File: config.mk
export PLATFORM = sky130hd
export DESIGN_NAME = dfe_reporter
export DESIGN_NICKNAME = d
export VERILOG_FILES = /design/src/dfe_pkg.sv /design/src/dfe_reporter.sv
export SDC_FILE = /design/constraint.sdc
export NUM_CORES = 1
export LEC_CHECK = 0
export BUFFER_PORTS_ARGS = -buffer_cell sky130_fd_sc_hd__buf_4
export CELL_PAD_IN_SITES_DETAIL_PLACEMENT = 1
export CELL_PAD_IN_SITES_GLOBAL_PLACEMENT = 1
export CORE_MARGIN = 1
export CORE_UTILIZATION = 40
export CTS_BUF_LIST = sky130_fd_sc_hd__clkbuf_16
export DETAILED_ROUTE_END_ITERATION = 7
export GPL_TIMING_DRIVEN = 0
export PLACE_DENSITY = 0.73
export RECOVER_POWER = 25
export SKIP_LAST_GASP = 1
export SYNTH_ARGS = -nofsm -noshare
export SYNTH_HDL_FRONTEND = slang
export SYNTH_SLANG_ARGS = --single-unit
export TNS_END_PERCENT = 100
File: constraint.sdc
create_clock -name core_clk -period 3.75 [get_ports core_clk]
set_clock_uncertainty 0.05 [all_clocks]
set_input_delay 0 -clock core_clk [delete_from_list [all_inputs] [get_ports core_clk]]
set_output_delay 0 -clock core_clk [all_outputs]
set_load 0.01 [all_outputs]
File: src/dfe_pkg.sv
// Package of constants for the drive fault and emergency reporter
package dfe_pkg;
  localparam logic [15:0] EMCY_DUP_ID    = 16'h8150;
  localparam logic [15:0] EMCY_FOLLOW    = 16'h8611;
  localparam logic [15:0] EMCY_RAMP      = 16'h8612;
  localparam logic [15:0] EMCY_NONE      = 16'h0000;
  localparam int          SW_FAULT_BIT   = 3;
  localparam int          SW_FOLLOW_BIT  = 13;
  localparam int          NODE_BITS      = 7;
  localparam int          HIST_DEPTH     = 8;
  // Register offsets (word addresses on the plain port)
  localparam logic [3:0]  REG_CTRL       = 4'h0;
  localparam logic [3:0]  REG_STATUS     = 4'h1;
  localparam logic [3:0]  REG_IRQ_STAT   = 4'h2;
  localparam logic [3:0]  REG_IRQ_EN     = 4'h3;
  localparam logic [3:0]  REG_IRQ_CLR    = 4'h4;
  localparam logic [3:0]  REG_FE_WINDOW  = 4'h5;
  localparam logic [3:0]  REG_FE_TIMEOUT = 4'h6;
  localparam logic [3:0]  REG_HIST_CNT   = 4'h7;
  localparam logic [3:0]  REG_HIST_BASE  = 4'h8;
  // Field positions
  localparam int          CTRL_REACT_LSB = 0;
  localparam int          CTRL_FCLR_BIT  = 8;
  localparam int          IRQ_DUP_BIT    = 0;
  localparam int          IRQ_FOLLOW_BIT = 1;
  localparam int          IRQ_RAMP_BIT   = 2;
  // Reset values
  localparam logic [31:0] FE_WINDOW_RST  = 32'h0000_0100;
  localparam logic [15:0] FE_TIMEOUT_RST = 16'h000a;
  localparam logic [2:0]  IRQ_EN_RST     = 3'h0;
  localparam logic [2:0]  REACT_RST      = 3'h0;
endpackage : dfe_pkg

File: src/dfe_reporter.sv
// Fault and emergency reporter of a networked positioning drive
`timescale 1ns/1ps
`default_nettype none

// Functional notes
// - Block receive on duplicate COB-ID, emergency 8150
// - Conflict on SDO write or power-on load
// - Power-on load replaces low seven bits
// - Clear 8150 once emergency sent
// - Following error beyond timeout gives 8611
// - Apply configured fault reaction on 8611
// - Set status bits 13 and 3
// - Clear bits and 8611 on fault clear
// - Refuse out-of-range ramp, warning 8612
// - Clear 8612 after handshake and ack low
// - Incremental distance not below stroke warns
// - Wide soft limits wrap instead of warning
// - Record emergency codes in history
module dfe_reporter
  import dfe_pkg::*;
#(
  parameter int ID_W = 11,
  parameter int POS_W = 32
) (
  input  wire logic              core_clk,
  input  wire logic              nrst,
  input  wire logic [3:0]        reg_addr,
  input  wire logic [31:0]       reg_wdata,
  input  wire logic              reg_wr,
  input  wire logic              reg_rd,
  output logic [31:0]            reg_rdata,
  input  wire logic              id_wr,
  input  wire logic              id_load,
  input  wire logic [ID_W-1:0]   id_value,
  input  wire logic [NODE_BITS-1:0] node_addr,
  input  wire logic              id_conflict,
  output logic [ID_W-1:0]        id_eff,
  output logic                   rx_block,
  input  wire logic              emcy_sent,
  output logic                   emcy_req,
  output logic [7:0]             emcy_b0,
  output logic [7:0]             emcy_b1,
  input  wire logic signed [POS_W-1:0] follow_err,
  input  wire logic              ramp_req,
  input  wire logic              ramp_ack,
  input  wire logic              incr_mode,
  input  wire logic signed [POS_W-1:0] ramp_target,
  input  wire logic signed [POS_W-1:0] ramp_dist,
  input  wire logic signed [POS_W-1:0] stroke,
  input  wire logic signed [POS_W-1:0] range_min,
  input  wire logic signed [POS_W-1:0] range_max,
  input  wire logic signed [POS_W-1:0] soft_min,
  input  wire logic signed [POS_W-1:0] soft_max,
  output logic                   ramp_refuse,
  output logic signed [POS_W-1:0] ramp_dest,
  output logic [15:0]            status_word,
  output logic [2:0]             fault_react,
  output logic                   irq
);

  // ----------------------------------------------------------------
  // Helpers
  // ----------------------------------------------------------------
  function automatic logic outside(input logic signed [POS_W-1:0] v,
                                   input logic signed [POS_W-1:0] lo,
                                   input logic signed [POS_W-1:0] hi);
    outside = (v < lo) || (v > hi);
  endfunction : outside

  function automatic logic [POS_W-1:0] absval(
    input logic signed [POS_W-1:0] v);
    absval = v[POS_W-1] ? POS_W'(-v) : POS_W'(v);
  endfunction : absval

  // ----------------------------------------------------------------
  // State
  // ----------------------------------------------------------------
  logic [ID_W-1:0]  id_eff_reg, id_eff_next;
  logic             rx_block_reg, rx_block_next;
  logic             dup_reg, dup_next;
  logic             follow_reg, follow_next;
  logic             ramp_warn_reg, ramp_warn_next;
  logic             ramp_done_reg, ramp_done_next;
  logic             refuse_reg, refuse_next;
  logic signed [POS_W-1:0] dest_reg, dest_next;
  logic [15:0]      fe_cnt_reg, fe_cnt_next;
  logic [31:0]      fe_win_reg, fe_win_next;
  logic [15:0]      fe_to_reg, fe_to_next;
  logic [2:0]       react_reg, react_next;
  logic [2:0]       ien_reg, ien_next;
  logic [2:0]       ist_reg, ist_next;
  logic [15:0]      code_reg, code_next;
  logic             emcy_reg, emcy_next;
  logic [15:0]      hist_reg [HIST_DEPTH];
  logic [15:0]      hist_cnt_reg, hist_cnt_next;
  logic [31:0]      rdata_reg, rdata_next;
  logic             dup_set, follow_set, ramp_set, fault_clr, hist_push;
  logic [15:0]      push_code;
  logic             ramp_bad;
  logic signed [POS_W-1:0] wrapped;

  // ----------------------------------------------------------------
  // Event logic
  // ----------------------------------------------------------------
  always_comb begin
    id_eff_next   = id_eff_reg;
    rx_block_next = rx_block_reg;
    dup_set       = 1'b0;
    if (id_load)
      id_eff_next = {id_value[ID_W-1:NODE_BITS], node_addr};
    else if (id_wr)
      id_eff_next = id_value;
    if (id_wr || id_load) begin
      rx_block_next = id_conflict;
      dup_set       = id_conflict;
    end
    // Soft limits no tighter than range limits: wrap target instead
    wrapped = ramp_target;
    if (ramp_target > range_max) begin
      wrapped = range_min + (ramp_target - range_max);
    end else if (ramp_target < range_min) begin
      wrapped = range_max - (range_min - ramp_target);
    end
    ramp_bad = outside(ramp_target, range_min, range_max) ||
               outside(ramp_target, soft_min, soft_max);
    if (soft_min <= range_min && soft_max >= range_max) begin
      ramp_bad = 1'b0;
    end
    if (incr_mode && absval(ramp_dist) >= absval(stroke)) begin
      ramp_bad = 1'b1;
    end
    ramp_set    = ramp_req && ramp_bad && !ramp_warn_reg;
    refuse_next = ramp_req ? ramp_bad : refuse_reg;
    dest_next   = dest_reg;
    if (ramp_req && !ramp_bad) dest_next = wrapped;
    // Warning held until handshake over and ack back low
    ramp_done_next = ramp_done_reg;
    ramp_warn_next = ramp_warn_reg;
    if (ramp_set) begin
      ramp_warn_next = 1'b1;
      ramp_done_next = 1'b0;
    end else if (ramp_warn_reg) begin
      if (ramp_ack) ramp_done_next = 1'b1;
      if (ramp_done_reg && !ramp_ack && !ramp_req)
        ramp_warn_next = 1'b0;
    end
    // Following error window and timeout
    fault_clr   = reg_wr && reg_addr == REG_CTRL && reg_wdata[CTRL_FCLR_BIT];
    fe_cnt_next = fe_cnt_reg;
    if (absval(follow_err) > fe_win_reg) begin
      if (fe_cnt_reg != 16'hffff) fe_cnt_next = fe_cnt_reg + 16'h0001;
    end else begin
      fe_cnt_next = 16'h0000;
    end
    follow_set  = !follow_reg && fe_cnt_reg > fe_to_reg;
    follow_next = follow_reg;
    if (follow_set) begin
      follow_next = 1'b1;
    end else if (fault_clr) begin
      follow_next = 1'b0;
      fe_cnt_next = 16'h0000;
    end
    // Duplicate-id emergency dropped right after its transmission
    dup_next = dup_reg;
    if (dup_set)
      dup_next = 1'b1;
    else if (emcy_sent && emcy_reg && code_reg == EMCY_DUP_ID)
      dup_next = 1'b0;
    // Priority of the reported code: fault, conflict, warning
    code_next = EMCY_NONE;
    if (follow_next)
      code_next = EMCY_FOLLOW;
    else if (dup_next)
      code_next = EMCY_DUP_ID;
    else if (ramp_warn_next)
      code_next = EMCY_RAMP;
    emcy_next = dup_next || (follow_next && !follow_reg) || ramp_set ||
                (emcy_reg && !emcy_sent && code_next != EMCY_NONE);
    hist_push = dup_set || follow_set || ramp_set;
    push_code = follow_set ? EMCY_FOLLOW :
                dup_set ? EMCY_DUP_ID : EMCY_RAMP;
    hist_cnt_next = hist_cnt_reg;
    if (hist_push && hist_cnt_reg != 16'hffff)
      hist_cnt_next = hist_cnt_reg + 16'h0001;
  end

  // ----------------------------------------------------------------
  // Register port
  // ----------------------------------------------------------------
  always_comb begin
    fe_win_next = fe_win_reg;
    fe_to_next  = fe_to_reg;
    react_next  = react_reg;
    ien_next    = ien_reg;
    // Set wins over a same-cycle clear
    ist_next    = ist_reg;
    if (reg_wr) begin
      case (reg_addr)
        REG_CTRL:       react_next  = reg_wdata[CTRL_REACT_LSB +: 3];
        REG_IRQ_EN:     ien_next    = reg_wdata[2:0];
        REG_IRQ_CLR:    ist_next    = ist_reg & ~reg_wdata[2:0];
        REG_FE_WINDOW:  fe_win_next = reg_wdata;
        REG_FE_TIMEOUT: fe_to_next  = reg_wdata[15:0];
        default:        ;
      endcase
    end
    ist_next[IRQ_DUP_BIT]    = ist_next[IRQ_DUP_BIT] | dup_set;
    ist_next[IRQ_FOLLOW_BIT] = ist_next[IRQ_FOLLOW_BIT] | follow_set;
    ist_next[IRQ_RAMP_BIT]   = ist_next[IRQ_RAMP_BIT] | ramp_set;
    rdata_next = 32'h0000_0000;
    if (reg_rd) begin
      case (reg_addr)
        REG_CTRL:       rdata_next = {29'h0, react_reg};
        REG_STATUS:     rdata_next = {16'h0, status_word};
        REG_IRQ_STAT:   rdata_next = {29'h0, ist_reg};
        REG_IRQ_EN:     rdata_next = {29'h0, ien_reg};
        REG_FE_WINDOW:  rdata_next = fe_win_reg;
        REG_FE_TIMEOUT: rdata_next = {16'h0, fe_to_reg};
        REG_HIST_CNT:   rdata_next = {16'h0, hist_cnt_reg};
        default:
          if (reg_addr >= REG_HIST_BASE)
            rdata_next = {16'h0, hist_reg[3'(reg_addr - REG_HIST_BASE)]};
      endcase
    end
  end

  always_ff @(posedge core_clk or negedge nrst) begin
    if (!nrst) begin
      id_eff_reg    <= '0;
      rx_block_reg  <= 1'b0;
      dup_reg       <= 1'b0;
      follow_reg    <= 1'b0;
      ramp_warn_reg <= 1'b0;
      ramp_done_reg <= 1'b0;
      refuse_reg    <= 1'b0;
      dest_reg      <= '0;
      fe_cnt_reg    <= 16'h0000;
      fe_win_reg    <= FE_WINDOW_RST;
      fe_to_reg     <= FE_TIMEOUT_RST;
      react_reg     <= REACT_RST;
      ien_reg       <= IRQ_EN_RST;
      ist_reg       <= 3'h0;
      code_reg      <= EMCY_NONE;
      emcy_reg      <= 1'b0;
      hist_cnt_reg  <= 16'h0000;
      rdata_reg     <= 32'h0000_0000;
      for (int i = 0; i < HIST_DEPTH; i++) begin
        hist_reg[i] <= 16'h0000;
      end
    end else begin
      id_eff_reg    <= id_eff_next;
      rx_block_reg  <= rx_block_next;
      dup_reg       <= dup_next;
      follow_reg    <= follow_next;
      ramp_warn_reg <= ramp_warn_next;
      ramp_done_reg <= ramp_done_next;
      refuse_reg    <= refuse_next;
      dest_reg      <= dest_next;
      fe_cnt_reg    <= fe_cnt_next;
      fe_win_reg    <= fe_win_next;
      fe_to_reg     <= fe_to_next;
      react_reg     <= react_next;
      ien_reg       <= ien_next;
      ist_reg       <= ist_next;
      code_reg      <= code_next;
      emcy_reg      <= emcy_next;
      hist_cnt_reg  <= hist_cnt_next;
      rdata_reg     <= rdata_next;
      // Newest entry at index 0, older ones shift down
      if (hist_push) begin
        hist_reg[0] <= push_code;
        for (int i = 1; i < HIST_DEPTH; i++) begin
          hist_reg[i] <= hist_reg[i-1];
        end
      end
    end
  end

  // ----------------------------------------------------------------
  // Outputs
  // ----------------------------------------------------------------
  assign status_word = (16'(follow_reg) << SW_FAULT_BIT) |
                       (16'(follow_reg) << SW_FOLLOW_BIT);
  assign fault_react = follow_reg ? react_reg : 3'h0;
  assign emcy_b0     = code_reg[7:0];
  assign emcy_b1     = code_reg[15:8];
  assign emcy_req    = emcy_reg;
  assign id_eff      = id_eff_reg;
  assign rx_block    = rx_block_reg;
  assign ramp_refuse = refuse_reg;
  assign ramp_dest   = dest_reg;
  assign reg_rdata   = rdata_reg;
  assign irq         = |(ist_reg & ien_reg);

  // ----------------------------------------------------------------
  // Checks
  // ----------------------------------------------------------------
  chk_conflict_block: assert property (@(posedge core_clk) disable iff (!nrst)
    (id_wr || id_load) && id_conflict |=> rx_block && dup_reg)
    else $error("conflict did not block reception");
  chk_load_node: assert property (@(posedge core_clk) disable iff (!nrst)
    id_load |=> id_eff[NODE_BITS-1:0] == $past(node_addr))
    else $error("node address not merged on load");
  chk_dup_clear: assert property (@(posedge core_clk) disable iff (!nrst)
    emcy_sent && emcy_req && code_reg == EMCY_DUP_ID && !dup_set
    |=> !dup_reg)
    else $error("conflict code not cleared after send");
  chk_follow_set: assert property (@(posedge core_clk) disable iff (!nrst)
    !follow_reg && fe_cnt_reg > fe_to_reg |=> follow_reg)
    else $error("following error not raised");
  chk_status_bits: assert property (@(posedge core_clk) disable iff (!nrst)
    follow_reg |-> status_word[13] && status_word[3])
    else $error("status bits missing on fault");
  chk_fault_clear: assert property (@(posedge core_clk) disable iff (!nrst)
    follow_reg && fault_clr |=> !status_word[13] ##0 code_reg != EMCY_FOLLOW)
    else $error("fault flags not cleared");
  chk_ramp_warn: assert property (@(posedge core_clk) disable iff (!nrst)
    ramp_set |=> ramp_warn_reg && ramp_refuse)
    else $error("ramp warning not raised");
  chk_ramp_hold: assert property (@(posedge core_clk) disable iff (!nrst)
    ramp_warn_reg && !ramp_done_reg |=> ramp_warn_reg)
    else $error("ramp warning dropped early");
  chk_emcy_bytes: assert property (@(posedge core_clk) disable iff (!nrst)
    emcy_req |-> {emcy_b1, emcy_b0} == code_reg)
    else $error("emergency byte order wrong");
  cov_dup: cover property (@(posedge core_clk) disable iff (!nrst)
    dup_set ##[1:20] emcy_sent);
  cov_follow: cover property (@(posedge core_clk) disable iff (!nrst)
    follow_set ##[1:50] fault_clr);
  cov_ramp: cover property (@(posedge core_clk) disable iff (!nrst)
    ramp_set ##[1:50] !ramp_warn_reg);

endmodule : dfe_reporter

`default_nettype wire

# Word-level counts from Yosys, hierarchy flattened
# Index checks and enable logic that the tools add are counted.
totals:
  elab_cells: 145
  register_bits: 315
op_classes:
  muxes: 38
  eq_ne: 10
  reduce_logical: 42
  add_sub_neg: 10
  order_cmp: 11
  bitwise: 8
ops:
  columns: ["op", "count"]
  rows:
  - ["32-bit case mux with 7 select lines", 1]
  - ["32-bit two-way mux", 6]
  - ["16-bit two-way mux", 10]
  - ["32-bit greater-than comparator", 3]
  - ["32-bit negation", 3]
  - ["32-bit subtractor", 3]
  - ["32-bit >= comparator", 2]
  - ["32-bit < comparator", 2]
  - ["16-bit binary-select mux with 3-bit select", 1]
  - ["11-bit two-way mux", 4]
  - ["16-bit by 1-bit adder with 16-bit output, second input constant", 2]
  - ["32-bit adder", 1]
  - ["32-bit less-or-equal comparator", 1]
  - ["16-bit inequality test, second input constant", 2]
  - ["16-bit == test, second input constant", 1]
  - ["4-bit by 3-bit == test with 1-bit output, second input constant", 4]
  - ["16-bit greater-than comparator", 1]
  - ["1-bit logical AND", 16]
  - ["16-bit nonzero test", 1]
  - ["4-bit by 14-bit OR with 14-bit output", 1]
  - ["1-bit two-way mux", 13]
  - ["2-bit AND reduction", 5]
  - ["1-bit logical OR", 9]
  - ["3-bit two-way mux", 3]
  - ["12 further kinds", 24]

# Logic depth before layout (Yosys ltp)
# Gate-level depths: netlist (run 1).
depth:
  ltp_word: 14
  mapped_depth: 24
  ltp_nobuf: 22

# Worst setup path after synthesis (run 1)
# OpenSTA, ideal clock, no wires.
synth_path:
  path_type: "input to register"
  start: "in ramp_dist[11]"
  end: "reg hist_reg[0] (netlist name)"
  required_ns: 3.575
  n_path_buf: 2
  stages: 19
  setup_ns: 0.125
  slack_ns: -1.026
  t_arrival_ns: 4.601
  cell_sequence: "or4_1 or4_1 or3_1 or3_1 nand2b_1 o41ai_1 xnor2_1 ha_1 a21oi_1 o21ai_0 a211oi_1 o31ai_1 a211oi_1 nor2_1 and2_1 a211oi_1 clkbuf_1 buf_2 mux2_2"
synth_between:
  elab_chain_cells: 8
synth_lines:
  columns: ["item", "line_no", "rtl"]
  rows:
  - ["start, declared", "dfe_reporter.sv:48", "input wire logic signed [POS_W-1:0] ramp_dist,"]
  - ["32-bit negation", "dfe_reporter.sv:72", "absval = v[POS_W-1] ? POS_W'(-v) : POS_W'(v);"]
  - ["32-bit two-way mux (*)", "dfe_reporter.sv:72", null]
  - ["32-bit >= comparator (*)", "dfe_reporter.sv:129", "if (incr_mode && absval(ramp_dist) >= absval(stroke)) begin"]
  - ["1-bit logical AND (*)", "dfe_reporter.sv:129", null]
  - ["1-bit two-way mux (*)", "dfe_reporter.sv:129", null]
  - ["1-bit logical AND (*) (2 in series)", "dfe_reporter.sv:132", "ramp_set = ramp_req && ramp_bad && !ramp_warn_reg;"]
  - ["1-bit logical OR (*)", "dfe_reporter.sv:179", "hist_push = dup_set || follow_set || ramp_set;"]
  - ["end signal, assigned by index", "dfe_reporter.sv:273", "hist_reg[i] <= hist_reg[i-1];"]
  - ["end, declared", "dfe_reporter.sv:94", "logic [15:0] hist_reg [HIST_DEPTH];"]
# Mark *: on every way between the ends. The rest lies on a longest branch, timed or not.
# A chain may end at the register's enable or synchronous reset.

# Final worst setup path (run 1)
layout_path:
  start: "in ramp_dist[8]"
  end: "reg hist_reg[56] (netlist name)"
# The elaborated chain is that of the path after synthesis.

==> PnR_summary.wiki, run 1 <==
{| class="wikitable"
! Metric !! Value
|-
| Max-capacitance violation count || 1
|-
| Worst hold slack after final layout || 0.07111 ns
|-
| Unrepaired setup endpoints after global routing || true
|-
| Synth cell count leaders || ha_1 (338), inv_1 (321), nand2_1 (238), dfrtp_1 (212)
|-
| Worst VDD drop || 0.0003417 V
|-
| Static leakage power || 14.55 nW
|-
| Cell depth of the worst hold path || 4
|-
| DR vias/cell || 5.678
|-
| Global Route met1 Usage || 37.41%
|-
| Post-DRT Antenna Nets || 0
|-
| Post-synthesis async set-or-reset flop share || 100.0%
|-
| Number of top-level design ports || 435
|-
| Met3 layer usage reported by global route || 3.085%
|-
| Total number of vias || 22815
|-
| Average cell area after synthesis || 8.655 um^2
|-
| Hold Vio Cnt, Final || 0
|-
| Synthesis-to-layout area growth || 30.80%
|-
| Combined area of all synthesized cells || 22960 um^2
|-
| Area contributors post-synth || dfrtp_1 (23%), ha_1 (18%), fa_1 (6.4%), inv_1 (5.2%), nand2_1 (3.9%)
|-
| Final standard cell utilization of the core || 53.06%
|-
| Insertion delay of the later-clocked pin in the worst-skew pair || 0.60 ns
|-
| CTS Buf Count || 28
|-
| Worst-margin pin slew || 2.656 ns
|-
| Path class of the lowest-slack min-delay path || in -> reg
|-
| Startpoint-to-endpoint class of the critical path || in -> reg
|-
| Dpl cell area || 27410 um^2
|-
| TritonCTS clock tree || yes
|-
| First-pass GRT wire length || 143.8 mm
|-
| Pin count of the biggest net entering global routing || 115
|-
| Count of synthesis-stage warnings from yosys || 0
|-
| Overall power after layout || 11.66 mW
|-
| Post-synthesis instance total || 2653
|-
| Violated checks || capacitance limit, slew limit, setup timing
|-
| Most used flip-flop cell after synthesis || dfrtp_1
|-
| Status || complete, but fails checks
|-
| Number of standard cells in the final layout excluding fillers || 4018
|-
| Portion of synthesized cell area occupied by the leading cell type || 23.10%
|-
| Share of the clock period used by the worst path || 119.2%
|-
| Cells on worst reg2reg path || 13
|-
| Clk buf depth || 3
|-
| Max frequency || 223.7 MHz
|-
| Setup-failing EPs final || 112
|-
| Worst slew margin relative to its limit || -77.08%
|-
| Setup crit end kind || register
|-
| Total placed cells including tap cells || 3843
|-
| Yosys cell types || 82
|-
| Sort of element at the start of the critical path || input port
|-
| Port bufs || 409
|-
| TritonCTS Sinks || 215
|-
| Initial Utilization || 40.57%
|-
| Share of synthesized area occupied by flip-flops and latches || 23.45%
|-
| Max-slew violation total from the final report || 99
|-
| Die width || 241.6 um
|-
| Pre-antenna DRT Iters || 5
|-
| Arrival time of the worst setup path || 4.86 ns
|-
| Overall die height || 241.6 um
|-
| GRT Util Overall || 31.38%
|-
| Half-perimeter wire length after placement || 73.93 mm
|-
| Setup Slack @ Placement || -1.799 ns
|-
| Die Footprint || 58370 um^2
|-
| GR Util met2 || 56.65%
|-
| Fraction of final layout cells with drive strength greater than 1 || 19.63%
|-
| Routed wire length || 93.31 mm
|-
| Core Region || 56600 um^2
|-
| Number of register bits inferred by synthesis || 215
|-
| Buffer cell driving the clock tree root || clkbuf_16
|-
| Number of flops mapped to enable cells by yosys || 0
|-
| Clock-pin slew of the registers on the worst-case setup and hold paths || 0.05 ns
|-
| Initial antenna violation count || 3
|-
| Post-route DRC violation count || 0
|-
| Via count of the first global-routing pass || 24886
|-
| Final WS setup || -0.7208 ns
|-
| Cell row count || 87
|-
| Power per unit of standard cell area || 388.2 nW/um^2
|-
| Post-layout nets || 3975
|-
| Most area-hungry cell type in the Yosys netlist || dfrtp_1
|-
| Setup TNS || -61.72 ns
|-
| Detailed Route Iter0 Violations || 1235
|-
| Global placement routability congestion || 0.9131
|-
| Required time worst endpoint || 4.14 ns
|-
| Clock period minus final worst setup slack || 4.471 ns
|-
| Flip-flop count of the largest register after layout || 40
|-
| Post-route cell area || 30040 um^2
|-
| Busiest layer in global routing || met2
|-
| Gr ovfl total || 0
|-
| Routed length per instance || 23.22 um
|-
| Highest net fanout along the worst path || 10
|-
| Count leader, synth || ha_1
|-
| H-tree levels || 1
|}
## worst paths after layout
| path | start | endpoint | slack (ns) |
|---|---|---|---|
| max | ramp_dist[8] | hist_reg[56] | -0.72 |
| min | ramp_target[11] | ramp_dest[11] | 0.07 |
| max reg2reg | fe_to_reg[1] | hist_reg[56] | 0.44 |
| min reg2reg | rx_block | rx_block | 0.42 |
| max in group asynchronous | nrst | fe_win_reg[19] | 0.72 |
| min in group asynchronous | nrst | fe_win_reg[17] | 1.25 |
## cell usage in the layout, fill, tap and decap left out, drive strengths merged, types with 73 or more instances in the layout
master,synthesis,final
o21ai,176,176
clkbuf,57,169
dlygate4sd3,0,93
a21oi,175,175
nor2,121,121
xnor2,97,97
nand2,238,238
dfrtp,212,212
buf,41,403
inv,321,325
ha,338,338
fa,73,73
## what timing repair did
action / CTS / global route
hold buffers: 93 / 0
endpoints found under the setup margin: 112 / 112
pin swaps: 31 / 22
gates cloned: 8 / 1
buffers inserted: 17 / 13
hold endpoints to repair: 219 / 0
resized for setup: 123 / 61
## critical path, cell delays in order
cell and delay, ns:
buf_8 0.10, or4_4 0.53, or4_4 0.44, or3_4 0.35
or3_4 0.37, nand2b_4 0.19, o31ai_4 0.30, xnor2_2 0.11
ha_1 0.31, a21o_1 0.18, a21o_1 0.18, a21oi_2 0.15
o31ai_2 0.09, buf_4 0.15, a211oi_4 0.20, nor2_4 0.08
and2_4 0.15, a211oi_4 0.27, buf_8 0.20, buf_12 0.15
mux2_2 0.34
## logic make-up (layout without fill, tap and decap cells)
| family | count (synthesis) | count (layout) | share of synthesized area, % |
|---|---|---|---|
| AND/OR/NAND/NOR | 685 | 685 | 14.72 |
| AO/OA/AOI/OAI | 670 | 670 | 18.68 |
| buffers and inverters | 419 | 1005 | 7.340 |
| adder cells (fa/ha/maj) | 411 | 411 | 24.78 |
| flip-flops | 215 | 215 | 23.45 |
| XOR/XNOR | 159 | 159 | 6.065 |
| multiplexers | 93 | 93 | 4.953 |
| other | 1 | 24 | 0.01633 |
## area by class of cell
cell class,instances,area (um^2)
Inverter,321,1205
Sequential cell,215,5384
Fill cell,6684,26570
Antenna cell,2,5.005
Buffer,94,620.6
Clock buffer,28,700.7
Tap cell,756,945.9
Timing Repair Buffer,543,4224
Multi-Input combinational cell,2040,16800
Clock inverter,19,145.1
## power by group
part	leakage (nW)	switching [mW]	internal (mW)	total, mW
Sequential	2.65	0.467	2.88	3.35
Combinational	11.5	3.24	2.49	5.73
Clock	0.430	1.16	1.42	2.58
## routing by layer
metal	up-vias	routed length, um
met5	-	11
met4	2	4666
met3	204	4054
met2	622	47100
met1	11463	37480
li1	10524	-
Power figures use the tool's default switching activity.
==> run 2: changes to the inputs <==
--- a/config.mk
+++ b/config.mk
@@ -5,6 +5,7 @@
 export SDC_FILE = /design/constraint.sdc
 export NUM_CORES = 1
 export LEC_CHECK = 0
+export ABC_AREA = 1
 export BUFFER_PORTS_ARGS = -buffer_cell sky130_fd_sc_hd__buf_4
 export CELL_PAD_IN_SITES_DETAIL_PLACEMENT = 1
 export CELL_PAD_IN_SITES_GLOBAL_PLACEMENT = 1
@@ -13,7 +14,7 @@
 export CTS_BUF_LIST = sky130_fd_sc_hd__clkbuf_16
 export DETAILED_ROUTE_END_ITERATION = 7
 export GPL_TIMING_DRIVEN = 0
-export PLACE_DENSITY = 0.73
+export PLACE_DENSITY = 0.76
 export RECOVER_POWER = 25
 export SKIP_LAST_GASP = 1
 export SYNTH_ARGS = -nofsm -noshare
==> constraint.sdc (replaced) <==
create_clock -name core_clk -period 4.6 [get_ports core_clk]
set_clock_uncertainty 0.05 [all_clocks]
set_input_delay 0 -clock core_clk [delete_from_list [all_inputs] [get_ports core_clk]]
set_output_delay 0 -clock core_clk [all_outputs]
set_load 0.01 [all_outputs]
==> PnR_summary.wiki, run 2 <==
{| class="wikitable"
! Metric !! Value
|-
| Status || complete, but fails checks
|-
| Violated checks || DRC, capacitance limit, slew limit
|-
| Post-route cell area || 29800 um^2
|-
| Clk buf depth || 3
|-
| Insertion delay of the later-clocked pin in the worst-skew pair || 0.53 ns
|-
| Post-route DRC violation count || 38
|-
| Number of flops mapped to enable cells by yosys || 0
|-
| Post-layout nets || 4635
|-
| Final standard cell utilization of the core || 50.40%
|-
| Routed wire length || 88.72 mm
|-
| Path class of the lowest-slack min-delay path || in -> reg
|-
| Highest net fanout along the worst path || 3
|-
| Total placed cells including tap cells || 4567
|-
| Static leakage power || 15.61 nW
|-
| Antenna diode count || 0
|-
| Number of standard cells in the final layout excluding fillers || 4694
|-
| Total number of vias || 24551
|-
| Max frequency || 242.9 MHz
|-
| Post-synthesis async set-or-reset flop share || 100.0%
|-
| Yosys cell types || 52
|-
| Setup bufs post-CTS || 0
|-
| Die width || 246.8 um
|-
| Area contributors post-synth || dfrtp_1 (22%), ha_1 (18%), nand2_1 (12%), inv_1 (8.8%), fa_1 (6.1%)
|-
| Overall die height || 246.8 um
|-
| Post-synthesis instance total || 3362
|-
| Worst slew margin relative to its limit || -95.76%
|-
| DR vias/cell || 5.230
|-
| Share of the clock period used by the worst path || 89.49%
|-
| Routed length per instance || 18.90 um
|-
| Setup-failing EPs final || 0
|-
| Arrival time of the worst setup path || 4.51 ns
|-
| Filler instances || 7668
|-
| Port bufs || 410
|-
| Post-DRT Antenna Nets || 0
|-
| Count of synthesis-stage warnings from yosys || 0
|-
| Maximum cell stage delay along the critical path || 0.58 ns
|-
| Pre-antenna DRT Iters || 7
|-
| Via count of the first global-routing pass || 25807
|-
| Hold Vio Cnt, Final || 0
|-
| First-pass GRT wire length || 138.6 mm
|-
| End point of the worst hold path || ist_reg[2]
|-
| GRT Util Overall || 28.89%
|-
| Count leader, synth || nand2_1
|-
| Max-capacitance violation count || 1
|-
| Initial Utilization || 40.54%
|-
| Setup Slack @ Placement || -0.4598 ns
|-
| Share of synthesized area occupied by flip-flops and latches || 22.46%
|-
| TritonCTS clock tree || yes
|-
| Cell depth of the worst hold path || 5
|-
| Number of register bits inferred by synthesis || 215
|-
| Critical R2R Capture || hist_cnt_reg[12]
|-
| Worst path most repeated cell || nand2_1
|-
| Cell row count || 89
|-
| Combined area of all synthesized cells || 23970 um^2
|-
| Worst VDD drop || 0.0002218 V
|-
| Clock period minus final worst setup slack || 4.117 ns
|-
| Flip-flop count of the largest register after layout || 40
|-
| Setup crit end kind || register
|-
| Most frequent cells in the layout || nand2_1 (755), inv_1 (564), buf_4 (434)
|-
| Worst path slowest cell || dlygate4sd3_1
|-
| Average cell area after synthesis || 7.131 um^2
|-
| Detailed Route Iter0 Violations || 1104
|-
| Buffer cell driving the clock tree root || clkbuf_16
|-
| Power per unit of standard cell area || 300.5 nW/um^2
|-
| Synthesis-to-layout area growth || 24.30%
|-
| Half-perimeter wire length after placement || 74.24 mm
|-
| Required time worst endpoint || 4.99 ns
|-
| Worst hold start || incr_mode
|-
| Initial antenna violation count || 0
|-
| CTS Buf Count || 25
|-
| Die Footprint || 60920 um^2
|-
| TritonCTS Sinks || 215
|-
| Worst-margin pin slew || 2.936 ns
|-
| Clock-pin slew of the registers on the worst-case setup and hold paths || 0.06 ns
|-
| Worst hold slack after final layout || 0.01153 ns
|-
| Gr ovfl total || 0
|-
| Worst reg2reg setup slack || 1.49 ns
|-
| Pin count of the biggest net entering global routing || 116
|-
| Max-slew violation total from the final report || 115
|-
| Fraction of final layout cells with drive strength greater than 1 || 13.41%
|-
| Portion of synthesized cell area occupied by the leading cell type || 22.13%
|-
| Synth cell count leaders || nand2_1 (755), inv_1 (563), ha_1 (338), a21oi_1 (256), nor2_1 (240)
|-
| Unrepaired setup endpoints after global routing || true
|-
| Sort of element at the start of the critical path || input port
|-
| Final WS setup || 0.4834 ns
|-
| Cells on worst reg2reg path || 18
|-
| Startpoint-to-endpoint class of the critical path || in -> reg
|-
| Most used flip-flop cell after synthesis || dfrtp_1
|-
| Most area-hungry cell type in the Yosys netlist || dfrtp_1
|-
| Start of the worst register-to-register path || fe_to_reg[1]
|-
| Leading cell type in the layout, fill and taps excluded || nand2_1
|-
| Core Region || 59130 um^2
|-
| Dpl cell area || 28130 um^2
|-
| H-tree levels || 1
|-
| Global placement routability congestion || 0.9153
|-
| Number of top-level design ports || 435
|}
==> run 2: cell types whose count changed after synthesis, sizes merged, moves of 31 or more <==
cell and delta:
nand2 +519, inv +245, nor2 +124, a21oi +81
o21ai +76, mux2 -65, nand3 +62, a21o -61
o31ai -39, xnor2 -35, nor3 +33, and3 -32
xor2 +31
==> run 2: critical path: cells and delay by family <==
kind                       cells  cell delay [ns]
and+or+nand+nor               22             2.96
buffers and inverters          3             0.78
AOI/OAI and AO/OA              2             0.39
adders and majority gates      1             0.28
xor gates and xnor gates       1             0.10
==> run 2: cell families (layout without fill, tap and decap cells) <==
logic type,count (synthesis),count (layout),share of synthesized area (%)
AOI/OAI and AO/OA,649,649,14.98
xor gates and xnor gates,155,155,5.663
adders and majority gates,411,411,23.74
buffers and inverters,656,1194,11.06
DFF,215,215,22.46
muxes,1,1,0.04175
other,1,22,0.01564
and+or+nand+nor,1274,1274,22.05
==> run 2: per-layer routing <==
| metal | vias to the layer above | global-route usage [%] | share of wire, % |
|---|---|---|---|
| met1 | 11912 | 36.25 | 43 |
| met3 | 141 | 1.802 | 3.6 |
| li1 | 11982 | - | - |
| met2 | 516 | 52.57 | 51 |
| met4 | 0 | 8.896 | 3.2 |
| met5 | - | 0 | 0 |
==> run 2: cell type report <==
cell class	instances	area (um^2)	share of cell area [%]
clock buffer	25	625.6	2.099
inverter	570	2140	7.179
buffer	86	511.7	1.717
clock inverter	20	185.2	0.6214
sequential	215	5384	18.07
tap	773	967.2	3.245
timing repair buffer	493	3879	13.02
multi-input combinational	2512	16110	54.06
==> run 2: what timing repair did <==
item | in CTS | in global routing
hold endpoints to repair | 217 | 0
hold buffers | 82 | 0
gates resized for setup | 0 | 16
setup endpoints to repair | 0 | 107
==> run 2: worst max-delay path by stage <==
stage | start | cells after the start | slack, ns | endpoint
2_1_floorplan | ramp_dist[0] | 31 | 1.01 | hist_cnt_reg[12]
3_3_place_gp | stroke[3] | 28 | -0.33 | ramp_dest[26]
3_5_place_dp | ramp_dist[0] | 30 | -0.46 | ramp_dest[26]
4_1_cts | ramp_dist[0] | 30 | 0.02 | code_reg[1]
5_1_grt | ramp_dist[0] | 30 | -0.0009 | code_reg[1]
6_report | stroke[3] | 29 | 0.48 | code_reg[4]
==> run 2: per-stage QoR <==
step | total power [mW] | setup TNS, ns
floorplan | 5.068 | 0
global placement | 6.730 | -19.64
detailed placement | 6.856 | -31.56
CTS | 8.951 | 0
global route | 9.581 | -0.0009446
finish | 8.955 | 0
==> run 2: power breakdown <==
part / switching (mW) / internal, mW
clock: 0.840 / 1.16
combinational: 2.68 / 1.69
sequential: 0.276 / 2.30
total: 3.80 / 5.15
